===== src/fec_params.svh =====
`ifndef FEC_PARAMS_SVH
`define FEC_PARAMS_SVH
`define FEC_CMD_UNLOCK1 8'haa
`define FEC_CMD_UNLOCK2 8'h55
`define FEC_ADDR_UNLOCK1 12'h555
`define FEC_ADDR_UNLOCK2 12'haaa
`define FEC_CMD_SETUP 8'h80
`define FEC_CMD_BULK 8'h10
`define FEC_CMD_SECTOR 8'h30
`define FEC_CMD_RESUME 8'h30
`define FEC_CMD_SUSPEND 8'hb0
`define FEC_CMD_RESET 8'hf0
`define FEC_CLK_MHZ 125
`define FEC_COLLECT_NS 100000
`define FEC_SETTLE_MIN_NS 100
`define FEC_COLLECT_CYC ((`FEC_COLLECT_NS * `FEC_CLK_MHZ) / 1000)
`define FEC_SETTLE_CYC ((`FEC_SETTLE_MIN_NS * `FEC_CLK_MHZ + 999) / 1000)
`define FEC_SETTLE_MAX_NS 15000
`define FEC_SETTLE_MAX_CYC ((`FEC_SETTLE_MAX_NS * `FEC_CLK_MHZ) / 1000)
`define FEC_SETTLE_CNT_W 11
`define FEC_TMR_W 16
`define FEC_NSECT 6
`define FEC_NMAIN 4
`define FEC_BIT_POLL 7
`define FEC_BIT_TOGGLE 6
`define FEC_BIT_ERR 5
`define FEC_BIT_WINDOW 3
`define FEC_BIT_LOCK 7
`define FEC_OFF_PROT 8'hc0
`define FEC_OFF_PROT2 8'hc2
`endif


===== src/fec_pkg.sv =====
package fec_pkg;
	typedef enum logic [3:0] {
		ST_IDLE = 4'h0,
		ST_UNL1 = 4'h1,
		ST_UNL2 = 4'h3,
		ST_SETUP = 4'h2,
		ST_UNL3 = 4'h6,
		ST_UNL4 = 4'h7,
		ST_COLLECT = 4'h5,
		ST_PRE_ZERO = 4'h4,
		ST_ERASE = 4'hc,
		ST_SUSP_WAIT = 4'hd,
		ST_SUSPENDED = 4'hf,
		ST_ERR = 4'he
	} fec_state_e;
	typedef enum logic [1:0] {
		OP_NONE = 2'h0,
		OP_ZERO = 2'h1,
		OP_ERASE = 2'h2
	} fec_op_e;
endpackage


===== src/fec_if.sv =====
`timescale 1ns/10ps
interface fec_if #(parameter int TW = 16, parameter int NS = 6);
	logic tmr_load;
	logic [TW-1:0] tmr_len;
	logic tmr_expired;
	logic [NS-1:0] prot_in;
	logic lock_in;
	logic [NS-1:0] prot_mask;
	logic [7:0] prot_main_reg;
	logic [7:0] prot_sec_reg;
	modport core (output tmr_load, output tmr_len, input tmr_expired,
		input prot_mask, input prot_main_reg, input prot_sec_reg);
	modport tmr (input tmr_load, input tmr_len, output tmr_expired);
	modport prot (input prot_in, input lock_in, output prot_mask,
		output prot_main_reg, output prot_sec_reg);
endinterface


===== src/fec_erase_ctl.sv =====
`timescale 1ns/10ps
`include "fec_params.svh"
module fec_erase_ctl
	import fec_pkg::*;
#(
	parameter int COLLECT_CYC = `FEC_COLLECT_CYC,
	parameter int SETTLE_CYC = `FEC_SETTLE_CYC
)(
	// clock and reset
	input wire logic i_clk_sys,
	input wire logic i_arst_n,
	// host byte bus
	input wire logic i_wr_stb,
	input wire logic i_rd_stb,
	input wire logic [11:0] i_addr,
	input wire logic [7:0] i_wdata,
	input wire logic [3:0] i_main_sector_selects,
	input wire logic [1:0] i_secondary_sector_selects,
	input wire logic i_control_io_space,
	// flash array
	input wire logic [7:0] i_array_rdata,
	input wire logic i_array_done,
	input wire logic i_array_fail,
	// protection straps
	input wire logic [3:0] i_main_prot,
	input wire logic [1:0] i_secondary_prot,
	input wire logic i_security_lock,
	// read answer
	output logic [7:0] o_rdata,
	output logic o_rd_vld,
	// array control
	output logic [1:0] o_array_op,
	output logic [5:0] o_erase_mask,
	output logic o_busy
);
	typedef struct packed {
		fec_state_e state;
		logic bulk;
		logic in_erase;
		logic [`FEC_NSECT-1:0] mask;
		logic toggle;
		logic err;
		logic [7:0] rdata;
		logic rd_vld;
		fec_op_e op;
		logic tmr_load;
		logic [`FEC_TMR_W-1:0] tmr_len;
		logic busy;
		logic [`FEC_SETTLE_CNT_W-1:0] susp_cnt;
	} fec_core_s;
	fec_core_s s_r;
	fec_core_s s_nxt;
	fec_if #(.TW(`FEC_TMR_W), .NS(`FEC_NSECT)) cif();
	logic [`FEC_NSECT-1:0] sel;
	logic wr;
	logic [7:0] status;
	logic status_mode;
	assign sel = {i_secondary_sector_selects, i_main_sector_selects};
	assign wr = i_wr_stb && (|sel);
	assign cif.prot_in = {i_secondary_prot, i_main_prot};
	assign cif.lock_in = i_security_lock;
	assign cif.tmr_load = s_r.tmr_load;
	assign cif.tmr_len = s_r.tmr_len;
	fec_timer #(.TW(`FEC_TMR_W)) u_timer (
		.i_clk_sys(i_clk_sys),
		.i_arst_n(i_arst_n),
		.tif(cif.tmr)
	);
	fec_prot u_prot (
		.i_clk_sys(i_clk_sys),
		.i_arst_n(i_arst_n),
		.pif(cif.prot)
	);
	// status byte while an operation is in flight
	always_comb
	begin
		status = 8'h00;
		status[`FEC_BIT_POLL] = 1'b0;
		status[`FEC_BIT_TOGGLE] = s_r.toggle;
		status[`FEC_BIT_ERR] = s_r.err;
		status[`FEC_BIT_WINDOW] = (s_r.state != ST_COLLECT);
		case (s_r.state)
			ST_COLLECT, ST_PRE_ZERO, ST_ERASE, ST_SUSP_WAIT, ST_ERR: status_mode = 1'b1;
			default: status_mode = 1'b0;
		endcase
	end
	always_comb
	begin
		s_nxt = s_r;
		s_nxt.tmr_load = 1'b0;
		s_nxt.rd_vld = 1'b0;
		if (i_rd_stb)
		begin
			s_nxt.rd_vld = 1'b1;
			if (i_control_io_space && i_addr[7:0] == `FEC_OFF_PROT)
				s_nxt.rdata = cif.prot_main_reg;
			else if (i_control_io_space && i_addr[7:0] == `FEC_OFF_PROT2)
				s_nxt.rdata = cif.prot_sec_reg;
			else if (status_mode && |sel)
			begin
				s_nxt.rdata = status;
				// error state holds still so two reads match
				if (s_r.state != ST_ERR)
					s_nxt.toggle = ~s_r.toggle;
			end
			else
				// suspended erasing sector reads whatever the array holds
				s_nxt.rdata = i_array_rdata;
		end
		// settle count saturates; only the suspend timing checks read it
		if (s_r.state != ST_SUSP_WAIT)
			s_nxt.susp_cnt = '0;
		else if (!(&s_r.susp_cnt))
			s_nxt.susp_cnt = s_r.susp_cnt + 1'b1;
		case (s_r.state)
			ST_IDLE:
				if (wr && i_wdata == `FEC_CMD_UNLOCK1 && i_addr == `FEC_ADDR_UNLOCK1)
					s_nxt.state = ST_UNL1;
			ST_UNL1:
				if (wr && i_wdata == `FEC_CMD_UNLOCK2 && i_addr == `FEC_ADDR_UNLOCK2)
					s_nxt.state = ST_UNL2;
				else if (wr)
					s_nxt.state = ST_IDLE;
			ST_UNL2:
				if (wr && i_wdata == `FEC_CMD_SETUP)
					s_nxt.state = ST_SETUP;
				else if (wr)
					s_nxt.state = ST_IDLE;
			ST_SETUP:
				if (wr && i_wdata == `FEC_CMD_UNLOCK1 && i_addr == `FEC_ADDR_UNLOCK1)
					s_nxt.state = ST_UNL3;
				else if (wr)
					s_nxt.state = ST_IDLE;
			ST_UNL3:
				if (wr && i_wdata == `FEC_CMD_UNLOCK2 && i_addr == `FEC_ADDR_UNLOCK2)
					s_nxt.state = ST_UNL4;
				else if (wr)
					s_nxt.state = ST_IDLE;
			ST_UNL4:
				if (wr && i_wdata == `FEC_CMD_BULK)
				begin
					// protected sectors drop out; nothing left means no erase
					s_nxt.mask = ~cif.prot_mask;
					s_nxt.bulk = 1'b1;
					s_nxt.in_erase = 1'b0;
					s_nxt.state = (&cif.prot_mask) ? ST_IDLE : ST_PRE_ZERO;
					s_nxt.op = (&cif.prot_mask) ? OP_NONE : OP_ZERO;
				end
				else if (wr && i_wdata == `FEC_CMD_SECTOR)
				begin
					s_nxt.mask = sel & ~cif.prot_mask;
					s_nxt.bulk = 1'b0;
					s_nxt.in_erase = 1'b0;
					s_nxt.state = ST_COLLECT;
					s_nxt.tmr_load = 1'b1;
					s_nxt.tmr_len = `FEC_TMR_W'(COLLECT_CYC);
				end
				else if (wr)
					s_nxt.state = ST_IDLE;
			ST_COLLECT:
				if (wr && i_wdata == `FEC_CMD_SECTOR)
				begin
					s_nxt.mask = s_r.mask | (sel & ~cif.prot_mask);
					s_nxt.tmr_load = 1'b1;
					s_nxt.tmr_len = `FEC_TMR_W'(COLLECT_CYC);
				end
				else if (wr && i_wdata == `FEC_CMD_SUSPEND)
				begin
					// window closes here, later sector codes cannot join
					s_nxt.state = ST_SUSP_WAIT;
					s_nxt.tmr_load = 1'b1;
					s_nxt.tmr_len = `FEC_TMR_W'(SETTLE_CYC);
				end
				else if (wr)
				begin
					s_nxt.state = ST_IDLE;
					s_nxt.mask = '0;
				end
				else if (cif.tmr_expired && !s_r.tmr_load)
				begin
					s_nxt.state = (|s_r.mask) ? ST_PRE_ZERO : ST_IDLE;
					s_nxt.op = (|s_r.mask) ? OP_ZERO : OP_NONE;
				end
			ST_PRE_ZERO, ST_ERASE:
				if (i_array_fail)
				begin
					s_nxt.state = ST_ERR;
					s_nxt.err = 1'b1;
					s_nxt.op = OP_NONE;
				end
				else if (!s_r.bulk && wr && i_wdata == `FEC_CMD_RESET)
				begin
					s_nxt.state = ST_IDLE;
					s_nxt.op = OP_NONE;
					s_nxt.mask = '0;
				end
				else if (!s_r.bulk && wr && i_wdata == `FEC_CMD_SUSPEND)
				begin
					s_nxt.state = ST_SUSP_WAIT;
					s_nxt.in_erase = (s_r.state == ST_ERASE);
					s_nxt.op = OP_NONE;
					s_nxt.tmr_load = 1'b1;
					s_nxt.tmr_len = `FEC_TMR_W'(SETTLE_CYC);
				end
				else if (i_array_done && s_r.state == ST_PRE_ZERO)
				begin
					s_nxt.state = ST_ERASE;
					s_nxt.op = OP_ERASE;
				end
				else if (i_array_done)
				begin
					s_nxt.state = ST_IDLE;
					s_nxt.op = OP_NONE;
					s_nxt.mask = '0;
					s_nxt.bulk = 1'b0;
				end
				// bulk erase takes no write at all until done
			ST_SUSP_WAIT:
				if (cif.tmr_expired && !s_r.tmr_load)
					s_nxt.state = ST_SUSPENDED;
			ST_SUSPENDED:
				if (wr && i_wdata == `FEC_CMD_RESUME)
				begin
					s_nxt.state = s_r.in_erase ? ST_ERASE : ST_PRE_ZERO;
					s_nxt.op = s_r.in_erase ? OP_ERASE : OP_ZERO;
				end
				else if (wr && i_wdata == `FEC_CMD_RESET)
				begin
					// interrupted sector is left half erased
					s_nxt.state = ST_IDLE;
					s_nxt.mask = '0;
				end
				// programming and other codes ignored here
			ST_ERR:
				if (wr && i_wdata == `FEC_CMD_RESET)
				begin
					s_nxt.state = ST_IDLE;
					s_nxt.err = 1'b0;
					s_nxt.mask = '0;
					s_nxt.bulk = 1'b0;
				end
			default:
				s_nxt.state = ST_IDLE;
		endcase
		s_nxt.busy = (s_nxt.state == ST_COLLECT) || (s_nxt.state == ST_PRE_ZERO)
			|| (s_nxt.state == ST_ERASE) || (s_nxt.state == ST_SUSP_WAIT)
			|| (s_nxt.state == ST_ERR);
	end
	always_ff @(posedge i_clk_sys or negedge i_arst_n)
	begin
		if (!i_arst_n)
		begin
			s_r <= '0;
			s_r.state <= ST_IDLE;
			s_r.op <= OP_NONE;
		end
		else
			s_r <= s_nxt;
	end
	assign o_rdata = s_r.rdata;
	assign o_rd_vld = s_r.rd_vld;
	assign o_array_op = s_r.op;
	assign o_erase_mask = s_r.mask;
	assign o_busy = s_r.busy;
	localparam int SETTLE_MAX = `FEC_SETTLE_MAX_CYC;
endmodule


===== src/fec_timer.sv =====
`timescale 1ns/10ps
module fec_timer
	import fec_pkg::*;
#(
	parameter int TW = 16
)(
	// clock and reset
	input wire logic i_clk_sys,
	input wire logic i_arst_n,
	// control
	fec_if.tmr tif
);
	typedef struct packed {
		logic [TW-1:0] cnt;
		logic run;
		logic expired;
	} fec_tmr_s;
	fec_tmr_s s_r;
	fec_tmr_s s_nxt;
	always_comb
	begin
		s_nxt = s_r;
		s_nxt.expired = 1'b0;
		if (tif.tmr_load)
		begin
			// full reload; a stale expiry is dropped
			s_nxt.cnt = tif.tmr_len;
			s_nxt.run = 1'b1;
		end
		else if (s_r.run)
		begin
			if (s_r.cnt <= TW'(1))
			begin
				s_nxt.run = 1'b0;
				s_nxt.expired = 1'b1;
				s_nxt.cnt = '0;
			end
			else
				s_nxt.cnt = s_r.cnt - TW'(1);
		end
	end
	always_ff @(posedge i_clk_sys or negedge i_arst_n)
	begin
		if (!i_arst_n)
			s_r <= '0;
		else
			s_r <= s_nxt;
	end
	assign tif.tmr_expired = s_r.expired;
endmodule


===== src/fec_prot.sv =====
`timescale 1ns/10ps
`include "fec_params.svh"
module fec_prot
	import fec_pkg::*;
(
	// clock and reset
	input wire logic i_clk_sys,
	input wire logic i_arst_n,
	// protection view
	fec_if.prot pif
);
	typedef struct packed {
		logic [`FEC_NSECT-1:0] prot;
		logic lock;
	} fec_prot_s;
	fec_prot_s s_r;
	fec_prot_s s_nxt;
	always_comb
	begin
		s_nxt.prot = pif.prot_in;
		s_nxt.lock = pif.lock_in;
	end
	// protected until first sample, so no erase slips through at reset
	always_ff @(posedge i_clk_sys or negedge i_arst_n)
	begin
		if (!i_arst_n)
			s_r <= '1;
		else
			s_r <= s_nxt;
	end
	assign pif.prot_mask = s_r.prot;
	// unused upper bits read zero
	assign pif.prot_main_reg = {4'h0, s_r.prot[`FEC_NMAIN-1:0]};
	assign pif.prot_sec_reg = {s_r.lock, 5'h00, s_r.prot[`FEC_NSECT-1:`FEC_NMAIN]};
endmodule


===== config.mk =====
export PLATFORM = sky130hd
export DESIGN_NAME = fec_erase_ctl
export DESIGN_NICKNAME = d
export VERILOG_FILES = /design/src/fec_pkg.sv /design/src/fec_if.sv /design/src/fec_erase_ctl.sv /design/src/fec_timer.sv /design/src/fec_prot.sv
export VERILOG_INCLUDE_DIRS = /design/src
export SDC_FILE = /design/constraint.sdc
export NUM_CORES = 1
export LEC_CHECK = 0
export BUFFER_PORTS_ARGS = -buffer_cell sky130_fd_sc_hd__clkbuf_2
export CORE_ASPECT_RATIO = 0.7
export CORE_UTILIZATION = 35
export CTS_BUF_LIST = sky130_fd_sc_hd__clkbuf_2 sky130_fd_sc_hd__clkbuf_4 sky130_fd_sc_hd__clkbuf_8
export DETAILED_ROUTE_END_ITERATION = 7
export GPL_TIMING_DRIVEN = 0
export PLACE_DENSITY_LB_ADDON = 0.08
export SLEW_MARGIN = 20
export SYNTH_ARGS = -nofsm -noshare
export SYNTH_HDL_FRONTEND = slang
export SYNTH_HIERARCHICAL = 1
export SYNTH_SLANG_ARGS = --single-unit
export TNS_END_PERCENT = 100

===== constraint.sdc =====
create_clock -name i_clk_sys -period 2.21 [get_ports i_clk_sys]
set_clock_uncertainty 0.2 [all_clocks]
set_input_delay 0.1105 -clock i_clk_sys [delete_from_list [all_inputs] [get_ports i_clk_sys]]
set_output_delay 0.1105 -clock i_clk_sys [all_outputs]
set_load 0.01 [all_outputs]

==> impl_metrics.tcl <==
set metrics [dict create \
    status "finished, final reports clean" \
    synth-main-ff-cell "dfrtp_1" \
    cts_sinks 55 \
    vias 3877 \
    multiInputGateArea_mm2 0.002400 \
    ys_warn_count 6 \
    drtAntennaViolNets 0 \
    num_antenna_cells 0 \
    synth_seq_cells 55 \
    tightest_slew_ps 661.0 \
    hold-path-endpoint "o_rdata[6]" \
    critPathTopFamily "simple AND/OR/NAND/NOR gates" \
    seq_area_mm2 0.001389 \
    timing.rr.end "o_busy" \
    end_kind "register" \
    stdcell_count 709 \
    synth_sequential_area_ratio_pct 36.26 \
    cts_buffer_depth 2 \
    grt_pass1_vias 3558 \
    initialDrtViolationCount 261 \
    maxCapViolations 0 \
    clk_pin_slew_ps 110 \
    yosys-top-cells-count "48 x dfrtp_1, 48 x nor2_1, 39 x a21oi_1" \
    fill_cells 1042 \
    placed_cell_area_mm2 0.004392 \
    largest_register_ffs 17 \
    drt-pass1-iter-count 5 \
    met1_usage_pct 33.63 \
    rr_worst_depth 8 \
    drc 0 \
    top_register "u_timer/s_r" \
    top_usage_layer "met1" \
    die_area_mm2 0.01134 \
    power.leakage_nw 2.189 \
    routed_wl_um 12050 \
    drive_above_1_share_pct 34.84 \
    io_buffers 64 \
    power_frac_comb_pct 46.0 \
    netlist_instances 448 \
    grt_max_degree 37 \
    finalHoldViolations 0 \
    worst-path-buf-inv 1 \
    wl_per_cell_um 16.99 \
    syn_area_mm2 0.003820 \
    critPathSlowestCell "dfrtp_2" \
    slew_viol_final 0 \
    path_class "reg2reg" \
    yosysTopAreaCellShare_pct 31.44 \
    yosysTopAreaCell "dfrtp_1" \
    start_util_pct 36.48 \
    whs_path_depth 4 \
    gp_congestion 0.9467 \
    grt_pass1_wl_um 19000 \
    final_util_pct 49.28 \
    htree_levels 2 \
    vdd_drop_max_mv 0.3821 \
    cts_made_buffers 5 \
    final.period_utilization_pct 99.71 \
    rsz0062_at_grt "true" \
    setup_viol 0 \
    relSlewSlack_pct 55.94 \
    viasPerCell 5.468 \
    nets 626 \
    rows 31 \
    synth_edf_count 0 \
    ff2ff_setup_slack_ps 6 \
    grtUsageMet2_pct 31.27 \
    grt_usage_pct 21.77 \
    place_inst 662 \
    timing.fmax_mhz 453.8 \
    fin_crit_ps 2204 \
    arrival_ps 2230 \
    dp_hpwl_um 8640 \
    power_density_mw_per_mm2 702.0 \
    power.switching_w 0.001431 \
    clock_latency_ps 330 \
    dieWidth_um 126.9 \
    switching_share_pct 39.50 \
    design_area_mm2 0.005161 \
    synth.area.top_cells "dfrtp_1 31%, buf_4 6.1%, a21oi_1 5.1%" \
    async_flop_share_pct 100.0 \
    path_cells "nor2b_1 -> clkbuf_2 -> nand3_1 -> o31ai_1 -> a311o_1 -> or3_1 -> nand2_1 -> a21boi_1" \
    worst_setup_path_start_kind "register" \
    seqPwrFrac_pct 37.4 \
    crit_required_ps 2240 \
    syn_avg_cell_area_um2 8.527 \
    die_h_um 89.41 \
    antenna_found_initial 0 \
    clkPwrFrac_pct 16.5 \
    cts_tree "done" \
    syn_to_final_growth_pct 35.11 \
    p_int_w 0.002192 \
    worst_path_largest_cell_delay_ps 460 \
    cts-root-buf "clkbuf_8" \
    grt_overflow 0 \
    core_mm2 0.01047 \
    io_pins 66 \
    min_from "i_array_rdata[6]" \
    rr_startpoint "s_r[51]" \
    grt.met3_usage_pct 3.531 \
    critical_path_peak_fanout 8 \
    ys_types 72 \
    holdCritPathClass "in2reg" \
]
## timing repair
action	in CTS	in global routing
hold buffers	21	0
endpoints found under the hold margin	76	0
cloned	0	1
pin swaps	12	10
buffers inserted	6	13
resized for setup	40	43
setup endpoints to repair	33	33
## power groups by stage
| stage | logic [W] | clock network (W) | registers, W |
|---|---|---|---|
| final | 0.00167 | 0.000598 | 0.00136 |
| after global routing | 0.00181 | 0.000659 | 0.00138 |
| after CTS | 0.00144 | 0.000631 | 0.00135 |
| after detailed placement | 0.00132 | 0 | 0.00135 |
| after global placement | 0.00133 | 0 | 0.00135 |
| after floorplan | 0.000917 | 0 | 0.00131 |
## worst min-delay path: cells and delay by family
family          cells  cell delay (ps)
buf+inv             1               80
mux                 2              200
compound gates      1              120
## layout by cell type (no fill, tap or decap), drive strengths merged, types with 4 or more instances in the layout
| cell | synthesis | final |
|---|---|---|
| nor2b | 13 | 13 |
| clkbuf | 17 | 82 |
| nand3 | 16 | 16 |
| conb | 2 | 19 |
| o22ai | 5 | 5 |
| o31ai | 11 | 11 |
| a31oi | 9 | 9 |
| buf | 37 | 60 |
| inv | 9 | 10 |
| nor2 | 48 | 48 |
| nor3 | 14 | 14 |
| a21oi | 39 | 39 |
| or3 | 6 | 6 |
| nand4 | 9 | 9 |
| mux2i | 10 | 10 |
| o21ai | 25 | 25 |
| nand2b | 6 | 6 |
| dlygate4sd3 | 0 | 21 |
| dfrtp | 48 | 48 |
| xor2 | 4 | 4 |
| o21a | 5 | 5 |
| nand2 | 28 | 28 |
| o41ai | 4 | 4 |
| or4 | 4 | 4 |
| dfstp | 7 | 7 |
| nor4 | 6 | 6 |
## kinds of logic (layout without fill, tap and decap cells)
logic type	Yosys count	after routing	synth area share, %
AOI/OAI and AO/OA	135	135	23.98
xor gates and xnor gates	7	7	1.605
adders and majority gates	2	2	0.6550
buffers and inverters	63	175	10.09
DFF	55	55	36.26
muxes	13	13	3.505
other	2	19	0.1966
and+or+nand+nor	171	171	23.71
## routing by layer
layer / routed length [µm] / part of all wire (%) / vias to the layer above
met1: 6119 / 51 / 1838
met5: 0 / 0 / -
met4: 163 / 1.4 / 0
met2: 4959 / 41 / 151
li1: - / - / 1872
met3: 805 / 6.7 / 16
## stage by stage
step | setup TNS, ps | setup WS, ps | power [W] | hold slack [ps]
after global placement | -9141 | -742.6 | 0.002683 | -2.265
final | 0 | 6.321 | 0.003623 | 16.69
after global routing | -283.1 | -75.80 | 0.003852 | 22.50
after floorplan | -49.10 | -49.10 | 0.002227 | -385.1
after CTS | -827.0 | -117.8 | 0.003422 | 15.91
after detailed placement | -8210 | -617.0 | 0.002668 | -150.2
## worst max-delay path by stage
| stage | to | cells past startpoint | slack, ps | start |
|---|---|---|---|---|
| 5_1_grt | o_busy | 6 | -80 | o_erase_mask[3] |
| 2_1_floorplan | s_r[49] | 8 | -50 | i_main_sector_selects[0] |
| 3_5_place_dp | s_r[49] | 6 | -620 | i_wdata[5] |
| 4_1_cts | u_timer/s_r[7] | 7 | -120 | u_timer/s_r[6] |
| 6_report | o_busy | 8 | 6 | s_r[51] |
| 3_3_place_gp | s_r[49] | 6 | -740 | i_wdata[5] |
## final cells by class
cell class	instances	share of cell area, %
Clock buffer	5	1.333
Tap cell	132	3.200
Inverter	9	0.6545
Multi-Input combinational cell	347	46.50
Timing Repair Buffer	106	14.18
Buffer	52	6.861
Clock inverter	3	0.3636
Sequential cell	55	26.91
(Power assumes the default switching activity.)
